### src/rtl/radio_modem_consts.vh
// constants for the radio modem command-mode handler
// included by rtl/radio_modem_command_mode.v only
`ifndef RADIO_MODEM_CONSTS_VH
`define RADIO_MODEM_CONSTS_VH
// timing, sized to the 24-bit cycle counters so the defaults need no cut
`define CLK_KHZ 24'h009c40
`define TICK_MS 24'h000064
`define PWM_SLOTS 24'h000040
// binary command codes, bit 7 of the first byte asks for a read
`define RD_FLAG 7
`define CMD_GUARD_BEFORE 7'h04
`define CMD_GUARD_AFTER 7'h05
`define CMD_IDLE_TIMEOUT 7'h06
`define CMD_SAVE 7'h08
`define CMD_LEAVE 7'h09
`define CMD_ECHO_DISABLE 7'h0a
`define CMD_ECHO_ENABLE 7'h0b
`define CMD_FACTORY_RESTORE 7'h0e
`define CMD_RX_ERR_COUNT 7'h0f
`define CMD_RX_GOOD_COUNT 7'h10
`define CMD_ESCAPE_CHAR 7'h13
`define CMD_POWER_UP_MODE 7'h1e
`define CMD_PWM_PERIOD 7'h22
// factory defaults
`define DEF_GUARD_AFTER 16'h000a
`define DEF_GUARD_BEFORE 16'h000a
`define DEF_ESCAPE_CHAR 8'h2b
`define DEF_IDLE_TIMEOUT 16'h00c8
`define DEF_POWER_UP_MODE 8'h00
`define DEF_PWM_PERIOD 8'h00
// legal ranges
`define ESC_MIN 8'h20
`define ESC_MAX 8'h7f
`define TIMEOUT_MIN 16'h0002
`define PUM_MAX 8'h01
`define PWM_MAX 8'h7f
`define ESC_COUNT 2'h3
// stored image layout, 72 bits
`define NV_W 72
`define NV_AT 71:56
`define NV_BT 55:40
`define NV_CT 39:24
`define NV_CC 23:16
`define NV_PC 15:8
`define NV_RP 7:0
`endif

### src/rtl/radio_modem_command_mode.v
// command-mode handler of a serial radio modem: escape detection, parameter access, counters, pwm
// assumes byte-level serial in/out from a uart outside, and a non-volatile store behind the nvm ports
`timescale 1ns/100ps
`include "radio_modem_consts.vh"

// Summary of operation
// - the save command copies all current parameters to non-volatile storage for reload after reset.
// - the host stays silent for the guard-after time (16 bits, 100 ms units, default 0xa) after the escapes.
// - the host stays silent for the guard-before time (16 bits, 100 ms units, default 0xa) before the escapes.
// - the escape character is programmable from 0x20 to 0x7f and defaults to 0x2b.
// - idle goes to command mode only after guard-before silence, the escapes, then guard-after silence, or on wake when power-up mode is 1.
// - the leave command returns at once to idle mode.
// - command mode times out to idle when no valid command arrives within the timeout (min 0x02, default 0xc8).
// - the echo-disable command stops echo of received characters in command mode.
// - the echo-enable command echoes every received character in command mode.
// - after reset or wake the mode is idle when power-up mode is 0, command mode when it is 1.
// - a 16-bit count of packets dropped for bit errors, reset to 0, cleared by any write.
// - a 16-bit count of good packets, reset to 0, cleared by any write.
// - the restore command reloads every parameter with its factory default.
// - a non-zero pwm period drives a signal-strength pwm on the config pin, period in 100 ms units.
module radio_modem_command_mode #(
  parameter [23:0] TICK_CYCLES = `TICK_MS * `CLK_KHZ,
  parameter [23:0] SLOT_CYCLES = (`TICK_MS * `CLK_KHZ) / `PWM_SLOTS
) (
  // clock and reset
  input wire mclk,
  input wire rst_n,
  // bytes from the host on the serial input pin
  input wire rx_valid,
  input wire [7:0] rx_data,
  // bytes to the host on the serial output pin
  output wire tx_valid,
  output wire [7:0] tx_data,
  input wire tx_ready,
  // radio receive events
  input wire pkt_good,
  input wire pkt_err,
  input wire [5:0] pkt_rssi,
  // non-volatile store
  input wire nvm_present,
  input wire [`NV_W-1:0] nvm_rd_image,
  output wire nvm_save,
  output wire [`NV_W-1:0] nvm_wr_image,
  // power management
  input wire wake,
  // status and config pin
  output wire cmd_mode,
  output wire rssi_pwm
);

  localparam [2:0] ST_LOAD = 3'h0, ST_IDLE = 3'h1, ST_ESC = 3'h2, ST_CMD = 3'h3, ST_ARG = 3'h4;
  localparam [23:0] TICK_LAST = TICK_CYCLES - 24'h000001;
  localparam [23:0] SLOT_LAST = SLOT_CYCLES - 24'h000001;
  reg [2:0] st_ff;
  reg [15:0] guard_after_time_ff, guard_before_time_ff, command_idle_timeout_ff, silence_ff, age_ff, rv;
  reg [15:0] receive_error_counter_ff, receive_good_counter_ff;
  reg [7:0] escape_character_ff, power_up_mode_select_ff, signal_strength_pwm_period_ff;
  reg [7:0] arg_acc_ff, q0_ff, q1_ff, q2_ff;
  reg [23:0] tick_cnt_ff, slot_cnt_ff;
  reg [1:0] esc_cnt_ff, arg_left_ff, qn_ff, nxt_qn;
  reg [6:0] arg_code_ff, div_ff;
  reg [5:0] phase_ff, rssi_ff;
  reg echo_ff, save_ff, pwm_ff;
  reg [`NV_W-1:0] image_ff;
  // byte count of a parameter, zero for plain commands and unknown codes
  function [1:0] param_len;
    input [6:0] code;
    begin
      case (code)
        `CMD_GUARD_BEFORE, `CMD_GUARD_AFTER, `CMD_IDLE_TIMEOUT,
        `CMD_RX_ERR_COUNT, `CMD_RX_GOOD_COUNT: param_len = 2'h2;
        `CMD_ESCAPE_CHAR, `CMD_POWER_UP_MODE, `CMD_PWM_PERIOD: param_len = 2'h1;
        default: param_len = 2'h0;
      endcase
    end
  endfunction
  function [15:0] param_val;
    input [6:0] code;
    begin
      case (code)
        `CMD_GUARD_BEFORE: param_val = guard_before_time_ff;
        `CMD_GUARD_AFTER: param_val = guard_after_time_ff;
        `CMD_IDLE_TIMEOUT: param_val = command_idle_timeout_ff;
        `CMD_RX_ERR_COUNT: param_val = receive_error_counter_ff;
        `CMD_RX_GOOD_COUNT: param_val = receive_good_counter_ff;
        `CMD_ESCAPE_CHAR: param_val = {8'h00, escape_character_ff};
        `CMD_POWER_UP_MODE: param_val = {8'h00, power_up_mode_select_ff};
        `CMD_PWM_PERIOD: param_val = {8'h00, signal_strength_pwm_period_ff};
        default: param_val = 16'h0000;
      endcase
    end
  endfunction
  // out-of-range writes are refused and do not count as a valid command
  function arg_ok;
    input [6:0] code;
    input [15:0] val;
    begin
      case (code)
        `CMD_ESCAPE_CHAR: arg_ok = val[7:0] >= `ESC_MIN && val[7:0] <= `ESC_MAX;
        `CMD_IDLE_TIMEOUT: arg_ok = val >= `TIMEOUT_MIN;
        `CMD_POWER_UP_MODE: arg_ok = val[7:0] <= `PUM_MAX;
        `CMD_PWM_PERIOD: arg_ok = val[7:0] <= `PWM_MAX;
        default: arg_ok = 1'b1;
      endcase
    end
  endfunction
  function is_plain;
    input [6:0] code;
    begin
      case (code)
        `CMD_SAVE, `CMD_LEAVE, `CMD_ECHO_DISABLE, `CMD_ECHO_ENABLE, `CMD_FACTORY_RESTORE: is_plain = 1'b1;
        default: is_plain = 1'b0;
      endcase
    end
  endfunction
  wire tick_stb = tick_cnt_ff == TICK_LAST;
  wire [6:0] op_code = rx_data[6:0];
  wire op_read = rx_data[`RD_FLAG];
  wire in_cmd = st_ff == ST_CMD || st_ff == ST_ARG;
  wire timed_out = in_cmd && age_ff >= command_idle_timeout_ff;
  wire [15:0] wr_val = {arg_acc_ff, rx_data};
  wire wr_now = st_ff == ST_ARG && !timed_out && rx_valid && arg_left_ff == 2'h1 && arg_ok(arg_code_ff, wr_val);
  wire rd_now = st_ff == ST_CMD && !timed_out && rx_valid && op_read;
  wire [1:0] rd_len = rd_now ? param_len(op_code) : 2'h0;
  wire op_now = st_ff == ST_CMD && !timed_out && rx_valid && !op_read;
  wire cmd_valid = wr_now || rd_len != 2'h0 || (op_now && is_plain(op_code));
  wire clr_err = wr_now && arg_code_ff == `CMD_RX_ERR_COUNT;
  wire clr_good = wr_now && arg_code_ff == `CMD_RX_GOOD_COUNT;
  wire echo_now = in_cmd && !timed_out && rx_valid && echo_ff;
  // answer queue: echo byte first, then the read data high byte first
  reg [7:0] nxt_q0, nxt_q1, nxt_q2, r0, r1;
  always @* begin
    rv = param_val(op_code);
    r0 = rd_len == 2'h2 ? rv[15:8] : rv[7:0];
    r1 = rv[7:0];
    nxt_q0 = q0_ff;
    nxt_q1 = q1_ff;
    nxt_q2 = q2_ff;
    nxt_qn = qn_ff;
    if (tx_valid && tx_ready) begin
      nxt_q0 = q1_ff;
      nxt_q1 = q2_ff;
      nxt_qn = qn_ff - 2'h1;
    end
    // the host waits for the answer, so a push finds the queue drained
    if (echo_now) begin
      nxt_q0 = rx_data;
      nxt_q1 = r0;
      nxt_q2 = r1;
      nxt_qn = 2'h1 + rd_len;
    end else if (rd_len != 2'h0) begin
      nxt_q0 = r0;
      nxt_q1 = r1;
      nxt_qn = rd_len;
    end
  end
  // answer queue, time base, silence and command-age counters in 100 ms ticks, receive counters
  always @(posedge mclk) begin
    if (!rst_n) begin
      q0_ff <= 8'h00;
      q1_ff <= 8'h00;
      q2_ff <= 8'h00;
      qn_ff <= 2'h0;
      tick_cnt_ff <= 24'h000000;
      silence_ff <= 16'h0000;
      age_ff <= 16'h0000;
      receive_error_counter_ff <= 16'h0000;
      receive_good_counter_ff <= 16'h0000;
    end else begin
      q0_ff <= nxt_q0;
      q1_ff <= nxt_q1;
      q2_ff <= nxt_q2;
      qn_ff <= nxt_qn;
      tick_cnt_ff <= tick_stb ? 24'h000000 : tick_cnt_ff + 24'h000001;
      if (rx_valid)
        silence_ff <= 16'h0000;
      else if (tick_stb && silence_ff != 16'hffff)
        silence_ff <= silence_ff + 16'h0001;
      if (cmd_valid || !in_cmd)
        age_ff <= 16'h0000;
      else if (tick_stb && age_ff != 16'hffff)
        age_ff <= age_ff + 16'h0001;
      // receive counters saturate; a packet in the clearing cycle still counts
      if (clr_err)
        receive_error_counter_ff <= {15'h0000, pkt_err};
      else if (pkt_err && receive_error_counter_ff != 16'hffff)
        receive_error_counter_ff <= receive_error_counter_ff + 16'h0001;
      if (clr_good)
        receive_good_counter_ff <= {15'h0000, pkt_good};
      else if (pkt_good && receive_good_counter_ff != 16'hffff)
        receive_good_counter_ff <= receive_good_counter_ff + 16'h0001;
    end
  end
  // mode sequencer and parameter store
  always @(posedge mclk) begin
    if (!rst_n) begin
      st_ff <= ST_LOAD;
      guard_after_time_ff <= `DEF_GUARD_AFTER;
      guard_before_time_ff <= `DEF_GUARD_BEFORE;
      command_idle_timeout_ff <= `DEF_IDLE_TIMEOUT;
      escape_character_ff <= `DEF_ESCAPE_CHAR;
      power_up_mode_select_ff <= `DEF_POWER_UP_MODE;
      signal_strength_pwm_period_ff <= `DEF_PWM_PERIOD;
      echo_ff <= 1'b1;
      esc_cnt_ff <= 2'h0;
      arg_code_ff <= 7'h00;
      arg_left_ff <= 2'h0;
      arg_acc_ff <= 8'h00;
      save_ff <= 1'b0;
      image_ff <= {`NV_W{1'b0}};
    end else begin
      save_ff <= 1'b0;
      case (st_ff)
        ST_LOAD: begin
          // stored image sampled one cycle after reset release
          if (nvm_present) begin
            guard_after_time_ff <= nvm_rd_image[`NV_AT];
            guard_before_time_ff <= nvm_rd_image[`NV_BT];
            command_idle_timeout_ff <= nvm_rd_image[`NV_CT];
            escape_character_ff <= nvm_rd_image[`NV_CC];
            power_up_mode_select_ff <= nvm_rd_image[`NV_PC];
            signal_strength_pwm_period_ff <= nvm_rd_image[`NV_RP];
          end
          if (nvm_present && nvm_rd_image[`NV_PC] == `PUM_MAX)
            st_ff <= ST_CMD;
          else
            st_ff <= ST_IDLE;
        end
        ST_IDLE: begin
          if (rx_valid && rx_data == escape_character_ff && silence_ff >= guard_before_time_ff) begin
            st_ff <= ST_ESC;
            esc_cnt_ff <= 2'h1;
          end
        end
        ST_ESC: begin
          if (rx_valid) begin
            // a fourth escape or any other byte aborts the sequence
            if (rx_data == escape_character_ff && esc_cnt_ff != `ESC_COUNT)
              esc_cnt_ff <= esc_cnt_ff + 2'h1;
            else
              st_ff <= ST_IDLE;
          end else if (esc_cnt_ff == `ESC_COUNT && silence_ff >= guard_after_time_ff) begin
            st_ff <= ST_CMD;
          end
        end
        ST_CMD: begin
          if (timed_out) begin
            st_ff <= ST_IDLE;
          end else if (op_now) begin
            if (param_len(op_code) != 2'h0) begin
              arg_code_ff <= op_code;
              arg_left_ff <= param_len(op_code);
              arg_acc_ff <= 8'h00;
              st_ff <= ST_ARG;
            end else begin
              case (op_code)
                `CMD_SAVE: begin
                  save_ff <= 1'b1;
                  image_ff <= {guard_after_time_ff, guard_before_time_ff, command_idle_timeout_ff,
                               escape_character_ff, power_up_mode_select_ff, signal_strength_pwm_period_ff};
                end
                `CMD_LEAVE: st_ff <= ST_IDLE;
                `CMD_ECHO_DISABLE: echo_ff <= 1'b0;
                `CMD_ECHO_ENABLE: echo_ff <= 1'b1;
                `CMD_FACTORY_RESTORE: begin
                  guard_after_time_ff <= `DEF_GUARD_AFTER;
                  guard_before_time_ff <= `DEF_GUARD_BEFORE;
                  command_idle_timeout_ff <= `DEF_IDLE_TIMEOUT;
                  escape_character_ff <= `DEF_ESCAPE_CHAR;
                  power_up_mode_select_ff <= `DEF_POWER_UP_MODE;
                  signal_strength_pwm_period_ff <= `DEF_PWM_PERIOD;
                end
                default: st_ff <= ST_CMD;
              endcase
            end
          end
        end
        ST_ARG: begin
          if (timed_out) begin
            st_ff <= ST_IDLE;
          end else if (rx_valid) begin
            arg_acc_ff <= rx_data;
            arg_left_ff <= arg_left_ff - 2'h1;
            if (arg_left_ff == 2'h1)
              st_ff <= ST_CMD;
            if (wr_now) begin
              case (arg_code_ff)
                `CMD_GUARD_AFTER: guard_after_time_ff <= wr_val;
                `CMD_GUARD_BEFORE: guard_before_time_ff <= wr_val;
                `CMD_IDLE_TIMEOUT: command_idle_timeout_ff <= wr_val;
                `CMD_ESCAPE_CHAR: escape_character_ff <= rx_data;
                `CMD_POWER_UP_MODE: power_up_mode_select_ff <= rx_data;
                `CMD_PWM_PERIOD: signal_strength_pwm_period_ff <= rx_data;
                default: arg_acc_ff <= rx_data;
              endcase
            end
          end
        end
        default: st_ff <= ST_IDLE;
      endcase
      // wake from pin sleep takes the power-up choice again
      if (wake && st_ff != ST_LOAD)
        st_ff <= power_up_mode_select_ff == `PUM_MAX ? ST_CMD : ST_IDLE;
    end
  end
  // signal-strength pwm: 64 steps per period, each pwm-period slots long, high for rssi steps
  always @(posedge mclk) begin
    if (!rst_n) begin
      slot_cnt_ff <= 24'h000000;
      div_ff <= 7'h00;
      phase_ff <= 6'h00;
      rssi_ff <= 6'h00;
      pwm_ff <= 1'b0;
    end else begin
      if (pkt_good)
        rssi_ff <= pkt_rssi;
      slot_cnt_ff <= slot_cnt_ff == SLOT_LAST ? 24'h000000 : slot_cnt_ff + 24'h000001;
      if (slot_cnt_ff == SLOT_LAST) begin
        if (div_ff + 7'h01 >= signal_strength_pwm_period_ff[6:0]) begin
          div_ff <= 7'h00;
          phase_ff <= phase_ff + 6'h01;
        end else begin
          div_ff <= div_ff + 7'h01;
        end
      end
      pwm_ff <= signal_strength_pwm_period_ff != `DEF_PWM_PERIOD && phase_ff < rssi_ff;
    end
  end
  assign tx_valid = qn_ff != 2'h0;
  assign tx_data = q0_ff;
  assign nvm_save = save_ff;
  assign nvm_wr_image = image_ff;
  assign cmd_mode = in_cmd;
  assign rssi_pwm = pwm_ff;
endmodule

### config.mk
export PLATFORM = sky130hd
export DESIGN_NAME = radio_modem_command_mode
export DESIGN_NICKNAME = d
export VERILOG_FILES = /design/src/rtl/radio_modem_command_mode.v
export VERILOG_INCLUDE_DIRS = /design/src /design/src/rtl
export SDC_FILE = /design/constraint.sdc
export NUM_CORES = 1
export LEC_CHECK = 0
export BUFFER_PORTS_ARGS = -buffer_cell sky130_fd_sc_hd__buf_2
export CAP_MARGIN = 10
export CORE_MARGIN = 2
export CORE_UTILIZATION = 50
export DETAILED_ROUTE_END_ITERATION = 10
export PLACE_DENSITY = 0.75
export REMOVE_ABC_BUFFERS = 1
export SLEW_MARGIN = 0
export SYNTH_ARGS = -nofsm -noshare
export SYNTH_HDL_FRONTEND = slang
export SYNTH_SLANG_ARGS = --single-unit
### constraint.sdc
create_clock -name mclk -period 6.2 [get_ports mclk]
set_clock_uncertainty 0.05 [all_clocks]
set_input_delay 1.24 -clock mclk [delete_from_list [all_inputs] [get_ports mclk]]
set_output_delay 1.24 -clock mclk [all_outputs]
set_load 0.1 [all_outputs]
==> summary by stage, run 1 <==
Outcome
The run finished with clean final reports.

Drt
Once detail routing completed, the nets flagged for antenna violations numbered 0. The first detailed-routing pass ran for 7 iterations. Summing over every cut layer, the via total after detailed routing is 16270.

Wires add up to about 54 mm. The DRC violations left is 0. The average wire per standard cell is 19.97 um. After detailed routing, the number of vias per cell comes to 6.045. The detailed router finished its first iteration with between 1500 and 2000 violations.

Power and ir drop
The share of power burned in combinational logic is 0.194. Of the total power, the clock network draws 0.386. The total power divided by cell area is about 310 nW/um2. The leakage dissipation is roughly 8 nW.

The internal power is between 0.004 and 0.005 W. The switching portion of total power is 0.3124. The worst-case IR drop observed on VDD is approximately 250 uV. The part of the power in registers is 0.420. The switching power is between 0.0015 and 0.002 W.

The total power consumption of the routed design is around 0.0060 W.

Yosys
The mean instance size in the synthesized netlist is 8.203 um2. The mapped netlist covers between 15000 and 20000 um2. The fraction of the mapped netlist area in compound gates was 0.1744. Of the synthesized area, sequential elements account for 0.3778. The flip-flop and latch count after synthesis is about 330. Of the total synthesized cell area, the portion taken by full adders, half adders and majority gates is 0.05345. The instance count of the mapped netlist is roughly 2100. Of the total synthesized cell area, the portion taken by XOR and XNOR cells is 0.05678. Synthesis instantiated 83 different standard cells from the library. After synthesis, the share of flip-flops with an asynchronous set or reset is 0. Of the total synthesized cell area, the portion taken by AND, OR, NAND and NOR gates is 0.2413. The mux cell area share after synthesis is 0.04418. The largest family of logic cells by synthesized area is simple AND/OR/NAND/NOR gates.

For this run, the leading register cell type out of synthesis is sky130_fd_sc_hd__dfxtp_1. The number of enable-type register cells in the synthesized netlist is 0. Yosys printed 0 warnings.

Worst setup path
At the worst endpoint, the arrival time is approximately 4.9 ns. The startpoint identified for the worst register-to-register timing path is command_idle_timeout_ff[2]. The endpoint kind of the worst setup timing path is a flop.

The largest fanout on the critical path is 35. The kind of cell with the highest combined delay along the critical path is simple AND/OR/NAND/NOR gates. In this design, the stage delay of the slowest critical-path cell is 0.81 ns. The element type at the critical path start is a primary input. For flop-to-flop paths, the worst setup slack is 2.18 ns. The critical path required time is 6.59 ns. Traced cell by cell, the critical path runs through buf_2, nor4_1, and3_1, a211oi_1, nor4_1, inv_1, ha_1, buf_4, nand2_1, or4_1, nor3_1. The cell with the largest stage delay on the worst path is sky130_fd_sc_hd__or4_1. In this run the critical register-to-register path is captured at age_ff[8]. The classification of the worst setup path is primary input to flop. Together, buffers and inverters on the worst path number 3. The most common cell type on the critical path is sky130_fd_sc_hd__nor4_1. The depth of the worst register-to-register path is 14.

Placed design
The count of input and output buffers is about 180. The HPWL after detailed placement is between 30 and 40 mm. At the end of routability-driven placement, the weighted congestion stood at slightly above 0.9. In this run the cell area measured after placement is about 18000 um2. The placement-stage worst setup slack is ~1.3 ns.

CTS
Clock tree synthesis selected as its root buffer the cell sky130_fd_sc_hd__clkbuf_16. Clock latency on the worst-skew pair, taken at its later pin, is 0.53 ns. TritonCTS built the clock tree. Clock tree synthesis inserted a total of 38 buffers. The count of H-tree levels built during CTS is 2. The clock drives between 300 and 400 sinks. The total of cells resized after clock tree synthesis is 0. Buffers inserted to repair hold after CTS numbered 0.

The clock transition time at the flip-flop clock pins of the worst setup and hold paths is 0.06 ns. Post-CTS timing repair inserted 0 buffers for setup. In this run the deepest clock path goes through 3 buffers.

Hold path
The worst hold path terminates at nvm_wr_image[44]. The beginning of the worst hold path is nvm_wr_image[44]. The worst hold path cell count is 2.

The min-delay analysis places its worst path in the category flop to flop.

Timing
The worst setup margin is about 1.7 ns. The maximum frequency from static timing analysis is between 200 and 250 MHz. The max-slew violation total from the final report is 0.

The setup violation total in the final timing report is 0. The relative max-transition margin is 0.1846. The shortest clock period the worst path allows after layout is approximately 4.5 ns. The final critical-path share of the clock period is 0.7245. The worst-case hold slack is roughly 0.40 ns. The pin slew with the least headroom to its limit is 1.219 ns. Setup repair after global routing left no endpoint under its margin.

The count of final hold-check violations is 0.

Finish
The multi-input combinational cells in the finished layout cover a total of just under 10000 um2. The area taken by flip-flops and latches is around 6500 um2. The filler cell count in the final layout is approximately 3100. Leaving out fill and tap cells, the most frequent cell in the layout is sky130_fd_sc_hd__dfxtp_1. In the layout the commonest cells are 326 x sky130_fd_sc_hd__dfxtp_1, 239 x sky130_fd_sc_hd__nand2_1, 208 x sky130_fd_sc_hd__nor2_1. The cell area after layout is 19680 um2. Of the cells placed in the final design, the portion with a size suffix greater than 1 is 0.1517. For this run, the post-layout net count is ~2400.

The growth of design area from synthesis to finish is 13.91%.

Floorplanning
The vertical die dimension is ~190 um. For this configuration, the core starts out at a cell density of 0.5038. Pin placement for this block handled 178 I/O pins. The die covers about 36000 um2. The site row count is 68. The total core area is 34290 um2. The width of the die is 189.9 um.

Global routing
The fraction of met2 tracks used by global routing is 0.4575. The first global-routing pass estimated approximately 84 mm of wire. The largest net degree at the start of global routing is between 100 and 150. The via count of the first global-routing pass was 15160. The overflow left after global routing is 0. The number of antenna violations at the first check in global routing is 4. In this run the most used layer during global routing was met2. The combined global-route utilization of all metal layers is 0.2930.

The met1 routing resource usage after global routing is 0.3904. The global routing usage on met3 is 0.05405.

Job
The number of max-cap violations is 0.
final cells by class:
| type | instances | area share |
|---|---|---|
| Multi-Input combinational cell | 1552 | 0.5025 |
| Sequential cell | 326 | 0.3317 |
| Clock buffer | 61 | 0.05990 |
| Timing Repair Buffer | 197 | 0.05309 |
| Tap cell | 455 | 0.02893 |
| Inverter | 91 | 0.01736 |
| Clock inverter | 8 | 0.006295 |
| Antenna cell | 2 | 0.0002543 |
stage by stage:
step / util / TNS [ns] / cells
2_1_floorplan: - / -198.28 / 1969
3_3_place_gp: 0.5358 / 0 / 2621
3_5_place_dp: 0.5358 / 0 / 2621
4_1_cts: 0.5737 / 0 / 2690
5_1_grt: 0.5738 / 0 / 2691
6_report: 0.5739 / 0 / 2692
power by group through the flow:
stage                     registers, W  logic [W]  clock network (W)
final                          0.00252    0.00117            0.00232
after global routing           0.00253    0.00126            0.00245
after CTS                      0.00251    0.00115            0.00235
after detailed placement       0.00256    0.00114                  0
after global placement         0.00255    0.00110                  0
after floorplan                0.00248   0.000763                  0
worst min-delay path, cell delays in order, from the launching register on:
cell	delay, ns
sky130_fd_sc_hd__dfxtp_1	0.30
sky130_fd_sc_hd__nand2_1	0.05
sky130_fd_sc_hd__o21ai_0	0.06
cells by family after synthesis:
family | count (synthesis)
simple gates | 846
fa+ha+maj | 74
compound gates | 444
xor+xnor | 112
buf+inv | 228
flops | 326
mux | 76
worst max path at each step:
| stage | startpoint | endpoint | slack (ns) | cells past startpoint |
|---|---|---|---|---|
| finish | rx_data[3] | age_ff[12] | 1.71 | 11 |
| global route | rx_data[3] | age_ff[12] | 1.58 | 11 |
| CTS | rx_data[3] | age_ff[12] | 1.85 | 11 |
| detailed placement | rx_data[3] | age_ff[12] | 1.32 | 11 |
| global placement | rx_data[3] | age_ff[12] | 1.43 | 11 |
| floorplan | st_ff[2] | q1_ff[7] | -2.63 | 7 |
routing by layer:
| layer | part of all wire | wire length, um |
|---|---|---|
| met4 | 0.050 | 2713 |
| met1 | 0.42 | 22790 |
| met3 | 0.086 | 4635 |
| met5 | 0.00024 | 13 |
| met2 | 0.44 | 23620 |
state kept, by name, summed over array words and instances (netlist names), 16 cells and up:
name,cells
tick_cnt_ff,24
silence_ff,16
age_ff,16
command_idle_timeout_ff,16
slot_cnt_ff,24
guard_after_time_ff,16
guard_before_time_ff,16
receive_error_counter_ff,16
nvm_wr_image,72
receive_good_counter_ff,16
synth_stat cells, types with 7 or more instances:
cell type,n,area (um2)
sky130_fd_sc_hd__a211oi_1,19,142.6
sky130_fd_sc_hd__a21o_1,17,127.6
sky130_fd_sc_hd__a21oi_1,148,740.7
sky130_fd_sc_hd__a221oi_1,9,78.83
sky130_fd_sc_hd__a22o_1,14,122.6
sky130_fd_sc_hd__and2_1,17,106.4
sky130_fd_sc_hd__and3_1,27,168.9
sky130_fd_sc_hd__and4_1,13,113.9
sky130_fd_sc_hd__buf_1,13,48.80
sky130_fd_sc_hd__buf_2,11,55.05
sky130_fd_sc_hd__clkbuf_1,108,405.4
sky130_fd_sc_hd__dfxtp_1,326,6526
sky130_fd_sc_hd__ha_1,73,913.4
sky130_fd_sc_hd__inv_1,91,341.6
sky130_fd_sc_hd__mux2i_1,74,740.7
sky130_fd_sc_hd__nand2_1,239,897.1
sky130_fd_sc_hd__nand2b_1,16,100.1
sky130_fd_sc_hd__nand3_1,161,805.8
sky130_fd_sc_hd__nand4_1,29,181.4
sky130_fd_sc_hd__nor2_1,209,784.5
sky130_fd_sc_hd__nor2b_1,16,100.1
sky130_fd_sc_hd__nor3_1,18,90.09
sky130_fd_sc_hd__nor3b_1,8,60.06
sky130_fd_sc_hd__nor4_1,24,150.1
sky130_fd_sc_hd__o211ai_1,14,105.1
sky130_fd_sc_hd__o21a_1,7,52.55
sky130_fd_sc_hd__o21ai_0,104,520.5
sky130_fd_sc_hd__o221a_2,44,495.5
sky130_fd_sc_hd__o2bb2ai_1,11,96.34
sky130_fd_sc_hd__or2_2,7,43.79
sky130_fd_sc_hd__or3_1,14,87.58
sky130_fd_sc_hd__or4_1,13,97.59
sky130_fd_sc_hd__xnor2_1,48,420.4
sky130_fd_sc_hd__xor2_1,64,560.5
(Power assumes the default switching activity.)
==> run 2: changes to the inputs <==
--- a/config.mk
+++ b/config.mk
@@ -11,7 +11,7 @@
 export CORE_MARGIN = 2
 export CORE_UTILIZATION = 50
 export DETAILED_ROUTE_END_ITERATION = 10
-export PLACE_DENSITY = 0.75
+export PLACE_DENSITY = 0.78
 export REMOVE_ABC_BUFFERS = 1
 export SLEW_MARGIN = 0
 export SYNTH_ARGS = -nofsm -noshare
==> constraint.sdc (replaced) <==
create_clock -name mclk -period 4.05 [get_ports mclk]
set_clock_uncertainty 0.05 [all_clocks]
set_input_delay 0.81 -clock mclk [delete_from_list [all_inputs] [get_ports mclk]]
set_output_delay 0.81 -clock mclk [all_outputs]
set_load 0.1 [all_outputs]
==> run 2 against run 1 <==
First-iteration DRC count fell by 1.8%; cell count rose by 0.74%; power rose by 57%; die area did not move; worst setup slack got worse by 1.3 ns; sequential power rose by 53%; critical path type is now flop to flop; largest cell class unchanged.
==> summary by stage, run 2 (synthesized netlist as in run 1, its figures left out) <==
CTS
The clock root buffer is sky130_fd_sc_hd__clkbuf_16 (unchanged). The number of buffers on the longest clock path is 3 (unchanged). The count of H-tree levels built during CTS is 2 (unchanged). The TritonCTS buffer count came to 38 (unchanged). The number of buffers inserted by hold repair at cts came to 0 (unchanged). The clock transition time at the flip-flop clock pins of the worst setup and hold paths was 0.06 ns (about the same). The later-pin clock latency in the skew report is 0.54 ns (was 0.53 ns). The total of cells resized after clock tree synthesis is 0 (unchanged).

The CTS tree is built (unchanged). The post-CTS setup buffer count is 0 (unchanged). The number of sinks handled by clock tree synthesis is 326 (unchanged).

Finish
The filler cell count in the final layout is 3039 (was 3125). The most common library cell in the layout ignoring fill and taps is sky130_fd_sc_hd__dfxtp_1 (unchanged). The layout cell share with drive strength beyond 1 is 0.1626 (was 0.1517). The final cell utilization of the core is 0.5811 (was 0.5739).

Most frequent cells in the layout: 326 x sky130_fd_sc_hd__dfxtp_1, 239 x sky130_fd_sc_hd__nand2_1, 209 x sky130_fd_sc_hd__nor2_1 (was 326 x sky130_fd_sc_hd__dfxtp_1, 239 x sky130_fd_sc_hd__nand2_1, 208 x sky130_fd_sc_hd__nor2_1). The number of nets in the layout came to 2397 (was 2373). The final instance count without filler cells is 2712 (was 2692). The growth of design area from synthesis to finish is 15.34% (was 13.91%). The number of flip-flops under the largest register name is 72 (unchanged). The number of diodes is 0 (was 2).

Worst setup path
The launch point of the worst reg-to-reg path is command_idle_timeout_ff[11] (was command_idle_timeout_ff[2]). The cell family contributing the most delay on the critical path is simple AND/OR/NAND/NOR gates (unchanged). Cell Chain, Critical Path: inv_1, ha_1, a21oi_1, o21ai_0, a21oi_1, o21ai_1, nor4_1, inv_1, ha_1, nand2_1, or4_1, nor2_1 (was buf_2, nor4_1, and3_1, a211oi_1, nor4_1, inv_1, ha_1, buf_4, nand2_1, or4_1, nor3_1).

The classification of the worst setup path is flop to flop (was primary input to flop). The cell with the largest stage delay on the worst path is sky130_fd_sc_hd__dfxtp_1 (was sky130_fd_sc_hd__or4_1). The signal arrival time at the worst endpoint is 3.94 ns (was 4.88 ns). The minimum setup slack among reg-to-reg paths is 0.45 ns (was 2.18 ns). The element type at the critical path start is a flop (was primary input). The endpoint of the lowest-slack register-to-register path is age_ff[8] (unchanged). The biggest cell delay along the critical path is 0.58 ns (was 0.81 ns). The endpoint kind of the worst setup timing path is a flop (unchanged). The count of buffering cells on the critical path with inverters included is 2 (was 3). The critical path required time was 4.39 ns (was 6.59 ns).

The largest fanout on the critical path is 16 (was 35). The depth of the worst register-to-register path is 12 (was 14).

Global routing
The via count of the first global-routing pass came to 15030 (was 15160). The largest net degree at the start of global routing is 79 (was 107). The wire length of the first global-routing pass is 84.28 mm (was 84.00 mm). The combined global-route utilization of all metal layers is 0.2969 (was 0.2930). The fraction of met2 tracks used by global routing came to 0.4538 (was 0.4575). The overflow left after global routing is 0 (unchanged). The met1 routing resource usage after global routing is 0.3966 (was 0.3904). The global routing usage on met3 is 0.05811 (was 0.05405). The number of antenna violations at the first check in global routing was 4 (unchanged). The busiest metal layer after global routing was met2 (unchanged).

Placed design
The HPWL after detailed placement is 40.04 mm (was 38.77 mm). The count of input and output buffers came to 177 (unchanged). The final weighted congestion in routability-driven placement is 0.9857 (was 0.9285). The placed cell count is 2645 (was 2621).

Power and ir drop
The leakage dissipation is 8.018 nW (was 7.865 nW). The total power divided by cell area was 473.5 nW/um2 (was 305.2 nW/um2). The maximum vdd ir drop is 451.4 uV (was 248.3 uV).

Timing
The setup violation total in the final timing report is 0 (unchanged). The pin slew with the least headroom to its limit is 0.8539 ns (was 1.219 ns). The count of final hold-check violations is 0 (unchanged). The maximum frequency from static timing analysis is around 280 MHz. The max-slew violation total from the final report was 0 (unchanged). RSZ-0062 raised after global routing: no (unchanged). The final critical-path share of the clock period is 0.8899. The worst-case hold slack is 0.3998 ns (was 0.4033 ns).

The relative max-transition margin is 0.4307 (was 0.1846). The smallest clock period supported by the final layout is computed as ~3.6 ns.

Hold path
The path category of the worst min-delay check is flop to flop (unchanged). The worst min-delay path endpoint is nvm_wr_image[62] (was nvm_wr_image[44]). The beginning of the worst hold path is nvm_wr_image[62] (was nvm_wr_image[44]). The worst hold path cell count is 2 (unchanged).

Floorplanning
The width of the die is 189.9 um (unchanged). The total core area is 34290 um2 (unchanged). The site row count came to 68 (unchanged).

The die area was 36050 um2 (unchanged). The vertical die dimension is 189.9 um (unchanged). The effective utilization at floorplan came to 0.5038 (unchanged). The count of pins on the block boundary came to 178 (unchanged).

Drt
The initial detailed-routing violation count is 1533 (was 1561). The via count is 16400 (was 16270). The post-route antenna net violation count is 0 (unchanged). The wire length after detailed routing is 55.05 mm (was 53.77 mm).

The DRC violations left is 0 (unchanged). The number of iterations in the first detailed-routing pass is 7 (unchanged). The via-per-instance ratio is 6.048 (was 6.045). The average wire per standard cell is 20.30 um (was 19.97 um).

Outcome
Outcome: finished clean (unchanged).

Job
The number of max-cap violations is 0 (unchanged).
==> run 2: per-stage QoR <==
step | setup slack, ns | TNS (ns) | power [W] | cell area, um2
finish | 0.4458 | 0 | 0.009435 | 19930
global route | 0.2629 | 0 | 0.009761 | 19930
CTS | 0.5385 | 0 | 0.009401 | 19930
detailed placement | 0.2401 | 0 | 0.005714 | 18570
global placement | 0.2553 | 0 | 0.005655 | 18570
floorplan | -4.777 | -614.09 | 0.004959 | 16720
==> run 2: power by group <==
group / internal, W / leakage [nW] / switching, W
clock: 0.00229 / 0.663 / 0.00142
sequential: 0.00346 / 2.64 / 0.000396
combinational: 0.000696 / 4.71 / 0.00116
total: 0.00646 / 8.02 / 0.00298
==> run 2: layout make-up <==
type,instances,area (um2),area share
multi-input combinational,1552,9886,0.4961
timing repair buffer,221,1250,0.06273
tap,455,569.3,0.02857
clock buffer,48,1092,0.05482
inverter,91,341.6,0.01714
sequential,326,6526,0.3275
clock inverter,19,260.3,0.01306
==> run 2: how the worst max path moves through the flow <==
stage,start,slack [ns],cells past startpoint,endpoint
after floorplan,st_ff[2],-4.78,7,q1_ff[7]
after global placement,rx_data[4],0.26,11,tx_data[4]
after detailed placement,rx_data[4],0.24,11,tx_data[4]
after CTS,command_idle_timeout_ff[9],0.54,13,tx_data[4]
after global routing,command_idle_timeout_ff[11],0.26,13,tx_data[4]
final,command_idle_timeout_ff[11],0.45,12,age_ff[8]
==> run 2: worst min-delay path: cells and delay by family, from the launching register on <==
family,cells,cell delay (ns)
AOI/OAI and AO/OA,1,0.05
DFF,1,0.30
and+or+nand+nor,1,0.04
==> run 2: per-layer routing <==
metal / vias to the layer above / share of wire / wire length [um]
met3: 172 / 0.095 / 5244
li1: 7727 / - / -
met2: 858 / 0.44 / 23990
met5: - / 0.00067 / 37
met1: 7640 / 0.41 / 22760
met4: 6 / 0.055 / 3026
